<file path="src/ckg_pkg.sv">
// package for the processor and bus clock generator
package ckg_pkg;
  // indexed configuration port and register indices
  localparam logic [7:0] IDX_CLOCK_CFG = 8'h07;
  localparam logic [7:0] IDX_EXT_DMA = 8'h15;
  // clock config field positions
  localparam int VIDEO_EN_BIT = 7;
  localparam int CPU_DIV_LSB = 5;
  localparam int FAST_DIV_LSB = 3;
  localparam int SENSE_BIT = 2;
  localparam int SLOW_DIV_LSB = 0;
  // extended dma config field positions
  localparam int DMA_CLK_BIT = 1;
  // reset values
  localparam logic [1:0] CPU_DIV_RST = 2'h0;
  localparam logic [1:0] FAST_DIV_RST = 2'h2;
  localparam logic [7:0] EXT_DMA_RST = 8'h38;
  // video memory range, top address bits a23..a17 (a0000h-bffffh)
  localparam logic [6:0] VIDEO_PAGE = 7'h05;
  // oscillator sense: edges counted on the pin during the sense window
  localparam int SENSE_TIME_NS = 2000;
  localparam int CLK_PERIOD_NS = 8;
  localparam int SENSE_CYCLES = SENSE_TIME_NS / CLK_PERIOD_NS;
  localparam logic [3:0] SENSE_EDGES = 4'h4;

  // register write strobe group
  typedef struct packed {
    logic wr;
    logic [7:0] idx;
    logic [7:0] data;
  } ckg_wr_s;
endpackage : ckg_pkg

</file>
<file path="src/ckg_clock_gen.sv">
// processor clock, bus clock and dma clock generator
// Behaviour
// processor clock is input clock divided by 1, 2, 3 or 4 per field
// divider applies while speed pin low or after slow-speed command write
// processor divider field resets to 00, undivided clock
// reference oscillator passes through unchanged
// bus strobes change only on bus clock rising edges
// bus oscillator presence sensed during power-on reset sets source and pin role
// strap pins captured into slow divider high and low bits
// slow divider divides source by 2, 4, 6 or 8
// fast divider divides by 2, 4 or 6; code 11 undefined
// without oscillator, pin low selects slow divider, high selects fast
// video range switching forces fast divider during video range access
// video range switching enable resets to 0
// without oscillator, sense bit reads pin level and is read-only
// with oscillator, bus clock derived from bus oscillator
// with oscillator, sense bit writable; 1 or video access selects fast
// with oscillator, start on slow divider per strapped code
// dma clock is bus clock when select 1, half bus clock when 0
// dma clock select resets to 0
// divider switches only at phase boundaries, no short phases; processor divider switches mid phase on speed pin or slow command
`timescale 1ns/1ps
module ckg_clock_gen (
  input wire logic ref_clk,
  input wire logic resetn,
  input wire logic crystal_clock_input,
  input wire logic reference_osc_in,
  output logic reference_oscillator_out,
  input wire logic bus_oscillator_input,
  input wire logic strap_pin_high_bit,
  input wire logic strap_pin_low_bit,
  input wire logic speed_select,
  input wire logic slow_cmd_wr,
  input wire ckg_pkg::ckg_wr_s cfg_wr,
  input wire logic [7:0] cfg_rd_idx,
  output logic [7:0] cfg_rd_data,
  input wire logic mem_access,
  input wire logic [6:0] mem_addr_hi,
  input wire logic [3:0] bus_cmd_req,
  output logic [3:0] bus_cmd_out,
  output logic bus_ale_out,
  input wire logic bus_ale_req,
  output logic processor_clock,
  output logic at_bus_clock,
  output logic dma_clock
);
  typedef enum logic [1:0] {ST_SENSE, ST_RUN} ckg_state_e;
  typedef struct packed {
    ckg_state_e st;
    logic [8:0] sense_cnt;
    logic [3:0] edge_cnt;
    logic osc_present;
    logic video_en;
    logic [1:0] cpu_div;
    logic [1:0] fast_div;
    logic sense_sel;
    logic [1:0] slow_div;
    logic [7:0] ext_dma;
    logic slow_mode;
    logic src_d;
    logic bosc_d;
    logic [1:0] cpu_cnt;
    logic cpu_clk;
    logic [1:0] cpu_cur;
    logic [2:0] bus_cnt;
    logic [2:0] bus_half;
    logic bus_clk;
    logic dma_half;
    logic dma_clk;
    logic [3:0] cmd;
    logic ale;
    logic xtal_d;
    logic spd_d;
    logic slow_hold;
  } ckg_state_s;

  ckg_state_s s_r;
  ckg_state_s s_nxt;
  logic src_lvl;
  logic src_rise;
  logic use_fast;
  logic bus_tick;
  logic [2:0] half_len;

  // half period of bus clock in source edges for divider code
  function automatic logic [2:0] ckg_half(input logic [1:0] code);
    ckg_half = {1'b0, code} + 3'h1;
  endfunction : ckg_half

  assign reference_oscillator_out = reference_osc_in;
  // source select: bus oscillator when present else crystal clock
  assign src_lvl = s_r.osc_present ? bus_oscillator_input : crystal_clock_input;
  assign src_rise = src_lvl && !s_r.src_d;
  // fast select from pin or sense bit, plus video range speedup
  assign use_fast = (s_r.osc_present ? s_r.sense_sel : bus_oscillator_input)
                    || (s_r.video_en && mem_access && mem_addr_hi == ckg_pkg::VIDEO_PAGE);
  // half length of the bus clock phase about to start
  assign half_len = ckg_half(use_fast ? s_r.fast_div : s_r.slow_div);
  assign bus_tick = src_rise && (s_r.bus_cnt + 3'h1 >= s_r.bus_half);

  // next state
  always_comb begin
    s_nxt = s_r;
    s_nxt.src_d = src_lvl;
    s_nxt.bosc_d = bus_oscillator_input;
    unique case (s_r.st)
      ST_SENSE: begin
        // count pin edges to detect a running oscillator
        if (bus_oscillator_input && !s_r.bosc_d && s_r.edge_cnt != 4'hf) begin
          s_nxt.edge_cnt = s_r.edge_cnt + 4'h1;
        end
        s_nxt.sense_cnt = s_r.sense_cnt + 9'h1;
        if (s_r.sense_cnt == 9'(ckg_pkg::SENSE_CYCLES - 1)) begin
          s_nxt.osc_present = s_r.edge_cnt >= ckg_pkg::SENSE_EDGES;
          s_nxt.slow_div = {strap_pin_high_bit, strap_pin_low_bit};
          s_nxt.slow_mode = 1'b1;
          s_nxt.st = ST_RUN;
        end
      end
      ST_RUN: begin
        if (cfg_wr.wr && cfg_wr.idx == ckg_pkg::IDX_CLOCK_CFG) begin
          s_nxt.video_en = cfg_wr.data[ckg_pkg::VIDEO_EN_BIT];
          s_nxt.cpu_div = cfg_wr.data[ckg_pkg::CPU_DIV_LSB +: 2];
          s_nxt.fast_div = cfg_wr.data[ckg_pkg::FAST_DIV_LSB +: 2];
          s_nxt.slow_div = cfg_wr.data[ckg_pkg::SLOW_DIV_LSB +: 2];
          if (s_r.osc_present) begin
            s_nxt.sense_sel = cfg_wr.data[ckg_pkg::SENSE_BIT];
          end
        end
        if (cfg_wr.wr && cfg_wr.idx == ckg_pkg::IDX_EXT_DMA) begin
          s_nxt.ext_dma = cfg_wr.data;
        end
        // bus clock divider; mode changes only at a phase boundary
        if (src_rise) begin
          s_nxt.bus_cnt = s_r.bus_cnt + 3'h1;
          if (bus_tick) begin
            s_nxt.bus_cnt = 3'h0;
            s_nxt.bus_clk = !s_r.bus_clk;
            s_nxt.slow_mode = !use_fast;
            s_nxt.bus_half = half_len;
            if (!s_r.bus_clk) begin
              s_nxt.cmd = bus_cmd_req;
              s_nxt.ale = bus_ale_req;
              s_nxt.dma_half = !s_r.dma_half;
            end
            s_nxt.dma_clk = s_r.ext_dma[ckg_pkg::DMA_CLK_BIT] ? !s_r.bus_clk
                            : (s_r.bus_clk ? s_r.dma_clk : !s_r.dma_half);
          end
        end
      end
      default: s_nxt.st = ST_SENSE;
    endcase
    // processor divider: toggle after cpu_cur + 1 crystal edges, both edges counted
    s_nxt.xtal_d = crystal_clock_input;
    if (crystal_clock_input != s_r.xtal_d) begin
      if (s_r.cpu_cnt >= s_r.cpu_cur) begin
        s_nxt.cpu_cnt = 2'h0;
        s_nxt.cpu_clk = !s_r.cpu_clk;
      end else begin
        s_nxt.cpu_cnt = s_r.cpu_cnt + 2'h1;
      end
    end
    // slow command holds the divider until the speed pin rises again; set wins
    s_nxt.spd_d = speed_select;
    if (speed_select && !s_r.spd_d) begin
      s_nxt.slow_hold = 1'b0;
    end
    if (slow_cmd_wr) begin
      s_nxt.slow_hold = 1'b1;
    end
    if (!speed_select || s_r.slow_hold || slow_cmd_wr) begin
      s_nxt.cpu_cur = s_r.cpu_div;
    end else begin
      s_nxt.cpu_cur = 2'h0;
    end
  end

  // undivided crystal passes straight through; other codes use the edge counter
  assign processor_clock = (s_r.cpu_cur == 2'h0) ? crystal_clock_input : s_r.cpu_clk;

  // state register
  always_ff @(posedge ref_clk or negedge resetn) begin
    if (!resetn) begin
      s_r <= '0;
      s_r.st <= ST_SENSE;
      s_r.cpu_div <= ckg_pkg::CPU_DIV_RST;
      s_r.fast_div <= ckg_pkg::FAST_DIV_RST;
      s_r.video_en <= 1'b0;
      s_r.ext_dma <= ckg_pkg::EXT_DMA_RST;
      s_r.bus_half <= 3'h1;
      s_r.spd_d <= 1'b1; // idle pin level, so no false edge after reset
    end else begin
      s_r <= s_nxt;
    end
  end

  assign at_bus_clock = s_r.bus_clk;
  assign dma_clock = s_r.dma_clk;
  assign bus_cmd_out = s_r.cmd;
  assign bus_ale_out = s_r.ale;

  // register read mux; sense bit reads pin level without oscillator
  always_comb begin
    cfg_rd_data = 8'h00;
    if (cfg_rd_idx == ckg_pkg::IDX_CLOCK_CFG) begin
      cfg_rd_data = {s_r.video_en, s_r.cpu_div, s_r.fast_div,
                     s_r.osc_present ? s_r.sense_sel : bus_oscillator_input,
                     s_r.slow_div};
    end else if (cfg_rd_idx == ckg_pkg::IDX_EXT_DMA) begin
      cfg_rd_data = s_r.ext_dma;
    end
  end

  // reset values, pass-through, strap capture and divider switching checks
  a_cpu_reset: assert property (@(posedge ref_clk) $rose(resetn) |-> s_r.cpu_div == 2'h0)
    else $error("processor divider not cleared at reset");
  a_dma_reset: assert property (@(posedge ref_clk) $rose(resetn) |-> !s_r.ext_dma[1])
    else $error("dma select not cleared at reset");
  a_video_reset: assert property (@(posedge ref_clk) $rose(resetn) |-> !s_r.video_en)
    else $error("video enable not cleared at reset");
  a_ref_pass: assert property (@(posedge ref_clk) disable iff (!resetn)
    reference_oscillator_out == reference_osc_in)
    else $error("reference oscillator altered");
  a_sense_ro: assert property (@(posedge ref_clk) disable iff (!resetn)
    (s_r.st == ST_RUN && !s_r.osc_present) |-> cfg_rd_idx != ckg_pkg::IDX_CLOCK_CFG
    || cfg_rd_data[ckg_pkg::SENSE_BIT] == bus_oscillator_input)
    else $error("sense bit does not follow pin");
  a_strap_cap: assert property (@(posedge ref_clk) disable iff (!resetn)
    (s_r.st == ST_SENSE && s_nxt.st == ST_RUN) |=>
    s_r.slow_div == $past({strap_pin_high_bit, strap_pin_low_bit}) && s_r.slow_mode)
    else $error("straps not captured");
  a_cmd_sync: assert property (@(posedge ref_clk) disable iff (!resetn)
    $changed({bus_ale_out, bus_cmd_out}) |-> $rose(at_bus_clock))
    else $error("bus command changed off bus clock edge");
  a_mode_edge: assert property (@(posedge ref_clk) disable iff (!resetn)
    $changed(s_r.slow_mode) && s_r.st == ST_RUN && $past(s_r.st) == ST_RUN
    |-> $changed(at_bus_clock))
    else $error("divider switched mid phase");
  a_dma_full: assert property (@(posedge ref_clk) disable iff (!resetn)
    (s_r.ext_dma[1] && $past(s_r.ext_dma[1]) && $changed(at_bus_clock))
    |=> dma_clock == at_bus_clock)
    else $error("dma clock not following bus clock");
endmodule : ckg_clock_gen

</file>
<file path="config.mk">
export PLATFORM = sky130hd
export DESIGN_NAME = ckg_clock_gen
export DESIGN_NICKNAME = d
export VERILOG_FILES = /design/src/ckg_pkg.sv /design/src/ckg_clock_gen.sv
export SDC_FILE = /design/constraint.sdc
export NUM_CORES = 1
export LEC_CHECK = 0
export BUFFER_PORTS_ARGS = -buffer_cell sky130_fd_sc_hd__buf_2
export CAP_MARGIN = 30
export CORE_MARGIN = 5
export CORE_UTILIZATION = 48
export DETAILED_ROUTE_END_ITERATION = 8
export HOLD_SLACK_MARGIN = 0.03
export PLACE_DENSITY = 0.76
export SYNTH_ARGS = -nofsm -noshare
export SYNTH_HDL_FRONTEND = slang
export SYNTH_SLANG_ARGS = --single-unit
export TNS_END_PERCENT = 50
</file>
<file path="constraint.sdc">
create_clock -name ref_clk -period 2.3 [get_ports ref_clk]
set_clock_uncertainty 0.1 [all_clocks]
set_input_delay 0.115 -clock ref_clk [delete_from_list [all_inputs] [get_ports ref_clk]]
set_output_delay 0.115 -clock ref_clk [all_outputs]
set_load 0.005 [all_outputs]
</file>
==> metrics.txt, run 1 <==
Final Hold Fails=0; Reg area=1380 um^2; synthesized instance count=between 200 and 250; Leakage Power=roughly 1.7 nW; 1st-pass router iterations=4; post-route ant nets=0; Layout Nets=about 360; WS Path Type=reg2reg; Design Area, Final=3360 um^2; total number of vias=~1900; area leader, netlist=dfrtp_1; Final Max Slew Viols=0; CP cell instances=ha_2 -> xor2_1 -> ha_1 -> a21o_1 -> a31oi_4 -> or2_4 -> mux2_2; Int Pwr=1.37 mW; fillcell total=443; power share of the clock group=0.278; Cell variety after synth=just over 40; share of synthesized registers carrying an async set or reset=1.00; syn_nets=268; crit path time final=2.24 ns; sequential cell fraction of total power=0.595; ANT cells=0; Initial Util=0.488; Worst Hold Path Cells=3; CTS tree=built; Mean Syn Cell Area=12.5 um^2; Worst R2R Path Depth=7; Root Driver=clkbuf_8; run status=finished, final reports clean; CP max stage delay=approximately 0.40 ns; switching power=about 0.45 mW; clock-pin slew on the worst setup and hold paths=around 0.10 ns; Switching Fraction=0.248; die height=84.1 um; top_reg_cell synth=dfrtp_1; synthesized flop and latch total=55; Routability Congestion=0.748; WP depth=7; CTS Buf Count=5; Cells after DPL=343; first-pass GRT wire length=9000 um; sequential fraction of the synthesis area=0.525; Req. time, crit path=2.40 ns; Syn. warnings=0; combinational power share=0.127; DR DRC count=0; die width=84.1 um; DR WL/cell=13.7 um; final setup violation count=0; CP top delay family=adder cells; commonest cells in the netlist=dfrtp_1, mux2_2, nor2_1; largest net degree at the start of global routing=56; boundary pin count=64; EDFF count, synth=0; num rows=27; GR Overflow Total=0; Worst EP arrival=2.33 ns; worst skew pair latency=about 0.30 ns; clock buffer depth=2; Cell Area, Placed=~3000 um^2; worst-margin pin slew=0.597 ns; Fmax=0.447 GHz; post-detail-place hpwl=3780 um; number of global-route vias before repair=1989; Core ar.=about 5400 um^2; fin cells=373; min-delay worst type=in2reg; initial antenna violation count=0; area of the mapped netlist=roughly 2600 um^2; max_cap viols=0; Max VDD drop=0.000414 V; IO Port Bufs=61; Synth top area share=0.465; share of cells above drive strength 1=0.412; top post-synthesis cells by area=dfrtp_1, mux2_2, dfstp_2; Power Dens Cells=between 500 and 600 nW/um^2; initial detailed-routing violation count=80; relative slew slack=0.600; Routed Wire Length=a little over 5000 um; crit path max fanout=5; Worst setup EP type=flop; WP buf/inv=0; DR vias/cell=5.03; H-tree depth=2; final period utilization=0.972; area of the multi-input gates=1190 um^2; clk sinks=55; Die Area=7070 um^2; Critical Path Slowest Stage Cell=dfrtp_1; count leader, synth=dfrtp_1; Layout area overhead=27.6%; GRT Total Usage=0.153; Worst setup SP type=flop
==> kinds of logic after synthesis <==
logic type               after synthesis  share of synthesized area
AO/OA/AOI/OAI                         22                     0.0574
adder cells (fa/ha/maj)               10                     0.0475
multiplexers                          32                      0.136
AND/OR/NAND/NOR                       58                      0.146
flip-flops                            55                      0.525
buffers and inverters                 17                     0.0318
XOR/XNOR                              17                     0.0565
==> cell usage in the layout, fill, tap and decap left out, drive strengths merged, types with 3 or more instances in the layout <==
| cell type | n |
|---|---|
| nand3b | 3 |
| nor4b | 3 |
| ha | 10 |
| dfstp | 6 |
| nor3b | 4 |
| a21oi | 3 |
| clkbuf | 5 |
| nor2 | 13 |
| mux2 | 31 |
| a22o | 8 |
| o21ai | 5 |
| clkinv | 3 |
| dlygate4sd3 | 18 |
| xnor2 | 8 |
| buf | 71 |
| nand2 | 8 |
| inv | 10 |
| xor2 | 9 |
| dfrtp | 49 |
| nand2b | 8 |
==> power by group through the flow <==
stage | Clock [mW] | Sequential (mW) | Combinational, mW
after floorplan | 0 | 1.09 | 0.125
after global placement | 0 | 1.10 | 0.200
after detailed placement | 0 | 1.10 | 0.214
after CTS | 0.527 | 1.09 | 0.236
after global routing | 0.574 | 1.10 | 0.271
final | 0.508 | 1.09 | 0.232
==> path summary, 6_finish.rpt <==
check                               startpoint             endpoint  slack [ns]
hold reg to reg            s_r[54]$_DFFE_PN0N_  s_r[54]$_DFFE_PN0N_        0.38
min in group asynchronous               resetn  s_r[38]$_DFFE_PN0P_        0.23
setup reg to reg           s_r[14]$_DFFE_PN0P_  s_r[13]$_DFFE_PN0P_        0.06
setup / recovery           s_r[14]$_DFFE_PN0P_  s_r[13]$_DFFE_PN0P_        0.06
hold / removal               strap_pin_low_bit  s_r[33]$_DFFE_PN0P_        0.07
max in group asynchronous               resetn  s_r[37]$_DFFE_PN1P_        1.58
==> what timing repair did <==
action / 4_1_cts / 5_1_grt
endpoints found under the setup margin: 5 / 7
setup buffers: 0 / 4
hold buffers: 18 / 0
pin swaps: 0 / 2
resized for setup: 2 / 1
endpoints found under the hold margin: 81 / 0
==> worst min-delay path: cells and delay by family <==
kind / cells / cell delay, ns
buffers and inverters: 1 / 0.07
muxes: 2 / 0.25
==> layer usage <==
metal  vias up  part of all wire  GRT usage
met5         -                 0          0
met4         0            0.0076     0.0365
met3         4             0.040     0.0296
met2        45              0.49      0.250
met1       918              0.46      0.210
li1        909                 -          -
==> cell type report <==
cell class | instances | share of cell area
clock buffers | 5 | 0.0205
clock inverters | 3 | 0.00446
inverters | 10 | 0.0112
well taps | 72 | 0.0268
repair buffers | 89 | 0.170
multi-input cells | 139 | 0.355
flip-flops and latches | 55 | 0.411
==> through the flow <==
stage	hold slack [ns]	setup WS [ns]	power [mW]	setup TNS, ns	utilization
3_3_place_gp	0.0294	0.000798	1.30	0	0.566
3_5_place_dp	0.0315	-0.0797	1.32	-0.381	0.566
2_1_floorplan	-0.281	0.0112	1.22	0	-
5_1_grt	0.0911	-0.00865	1.94	-0.00901	0.622
4_1_cts	0.0574	0.00655	1.85	0	0.616
6_report	0.0698	0.0636	1.83	0	0.622
==> flip-flops by register name, indices dropped and copies added, names as in the netlist <==
name and count:
s_r 48, bus_cmd_out 4, at_bus_clock 1, bus_ale_out 1, dma_clock 1
Note: power is estimated with default switching activity, not from simulation.
==> inputs of run 2 (changes only) <==
- CTS_BUF_LIST: not set -> sky130_fd_sc_hd__clkbuf_16
==> run 2 against run 1 <==
Net effect: final cell count is the same; sequential share of layout area shrank 0.68 points; non-clock buffer count is the same; critical endpoint is now s_r[12]$_DFFE_PN0P_; cell area grew 1.7%; maximum frequency grew 1.4%; worst setup slack gained 0.032 ns; flip-flop and latch count is the same; largest power group unchanged; via count is essentially flat; power grew 12%; combinational power is essentially flat.
==> metrics.txt, run 2 (synthesis gave the netlist of run 1 again) <==
num rows=27; Routability Congestion=0.748; RR Endpoint=s_r[13]$_DFFE_PN0P_; Worst setup EP type=flop; max reg flops=48; final setup violation count=0; initial detailed-routing violation count=50; Layout Nets=around 360; H-tree depth=2; crit path time final=2.20 ns; CTS Buf Count=5; WS Path Type=in2reg; Design Area, Final=3420 um^2; RSZ-0062 raised after global routing=no; Final Max Slew Viols=0; boundary pin count=64; Leakage Power=approximately 1.7 nW; Worst setup SP type=primary input; relative slew slack=0.597; Cells after DPL=343; Initial Util=0.488; worst r2r src=s_r[14]$_DFFE_PN0P_; worst-margin pin slew=0.602 ns; crit path max fanout=4; worst skew pair latency=0.28 ns; 1st-pass router iterations=4; initial antenna violation count=0; Max VDD drop=between 0.0003 and 0.0004 V; WHS Endpoint=s_r[34]$_DFFE_PN0P_; Biggest register=s_r; post-route ant nets=0; FF-to-FF setup slack=0.1 ns; Layout area overhead=29.7%; Worst Hold Path Cells=3; share of cells above drive strength 1=0.412; ANT cells=0; Power Dens Cells=between 500 and 600 nW/um^2; post-detail-place hpwl=3780 um; total number of vias=1877; max_cap viols=0; DR WL/cell=approximately 14 um; clock-pin slew on the worst setup and hold paths=0.07 ns; die width=around 84 um; clock buffer depth=2; DR DRC count=0; Fmax=~0.45 GHz; Routed Wire Length=5240 um; most frequent cells in the layout=buf_2, dfrtp_1, mux2_2; Min-Delay Startpoint=strap_pin_high_bit; Worst R2R Path Depth=7; number of global-route vias before repair=2045; die height=84.1 um; clk sinks=between 50 and 60; Root Driver=clkbuf_16; min-delay worst type=in2reg; Layout Utilization=0.633; first-pass GRT wire length=roughly 9400 um; GRT Total Usage=0.161; IO Port Bufs=61; DR vias/cell=5.03; largest net degree at the start of global routing=56; Cell Area, Placed=3060 um^2; CTS tree=built; GR Overflow Total=0; Die Area=7070 um^2; Req. time, crit path=2.37 ns; Worst EP arrival=~2.3 ns; Final Hold Fails=0; fin cells=373; run status=finished, final reports clean; Setup TNS=0 ns; commonest non-fill, non-tap cell in the layout=buf_2; final period utilization=0.959; Core ar.=5410 um^2
==> run 2: timing repair <==
item | 4_1_cts | 5_1_grt
cloned | 0 | 0
gates resized for setup | 2 | 1
setup endpoints to repair | 5 | 7
hold buffers | 18 | 0
setup buffers | 0 | 4
pin swaps | 0 | 2
hold endpoints to repair | 78 | 0
==> run 2: per-layer routing <==
metal  GRT usage  wire length, um
met1       0.213             2300
met2       0.267             2650
met3      0.0316              210
met4      0.0526               69
met5           0                0
==> run 2: worst max-delay path, cell delays in order <==
cell           delay, ns
dlygate4sd3_1       0.55
buf_2               0.15
mux2_2              0.28
a31oi_1             0.25
mux2_2              0.39
ha_1                0.29
mux2_2              0.25
==> run 2: stage by stage <==
stage	hold WS, ns	power [mW]	worst slack, ns
after global routing	0.102	2.15	0.0106
after global placement	0.0294	1.30	0.000798
after CTS	0.0817	2.06	0.00637
after floorplan	-0.281	1.22	0.0112
after detailed placement	0.0315	1.32	-0.0797
final	0.0844	2.04	0.0953
==> run 2: cell type report <==
type / count / area (um^2)
timing repair buffer: 89 / 573
tap: 72 / 90.1
clock buffer: 5 / 125
sequential: 55 / 1380
fill: 429 / 1990
multi-input combinational: 139 / 1190
clock inverter: 3 / 15.0
inverter: 10 / 37.5
==> run 2: power by group <==
part           switching, mW  internal (mW)  leakage, nW
sequential            0.0557           1.03        0.698
clock                  0.319          0.398       0.0733
combinational          0.101          0.133        0.924
==> run 2: how the worst max path moves through the flow <==
stage	startpoint	endpoint	slack, ns	cells after the start
3_3_place_gp	s_r[14]$_DFFE_PN0P_	bus_cmd_out[2]$_DFFE_PN0P_	0.0008	7
2_1_floorplan	s_r[14]$_DFFE_PN0P_	s_r[12]$_DFFE_PN0P_	0.01	8
6_report	bus_oscillator_input	s_r[12]$_DFFE_PN0P_	0.1	7
4_1_cts	s_r[14]$_DFFE_PN0P_	s_r[13]$_DFFE_PN0P_	0.006	7
3_5_place_dp	s_r[14]$_DFFE_PN0P_	bus_ale_out$_DFFE_PN0P_	-0.08	7
5_1_grt	bus_oscillator_input	s_r[12]$_DFFE_PN0P_	0.01	7
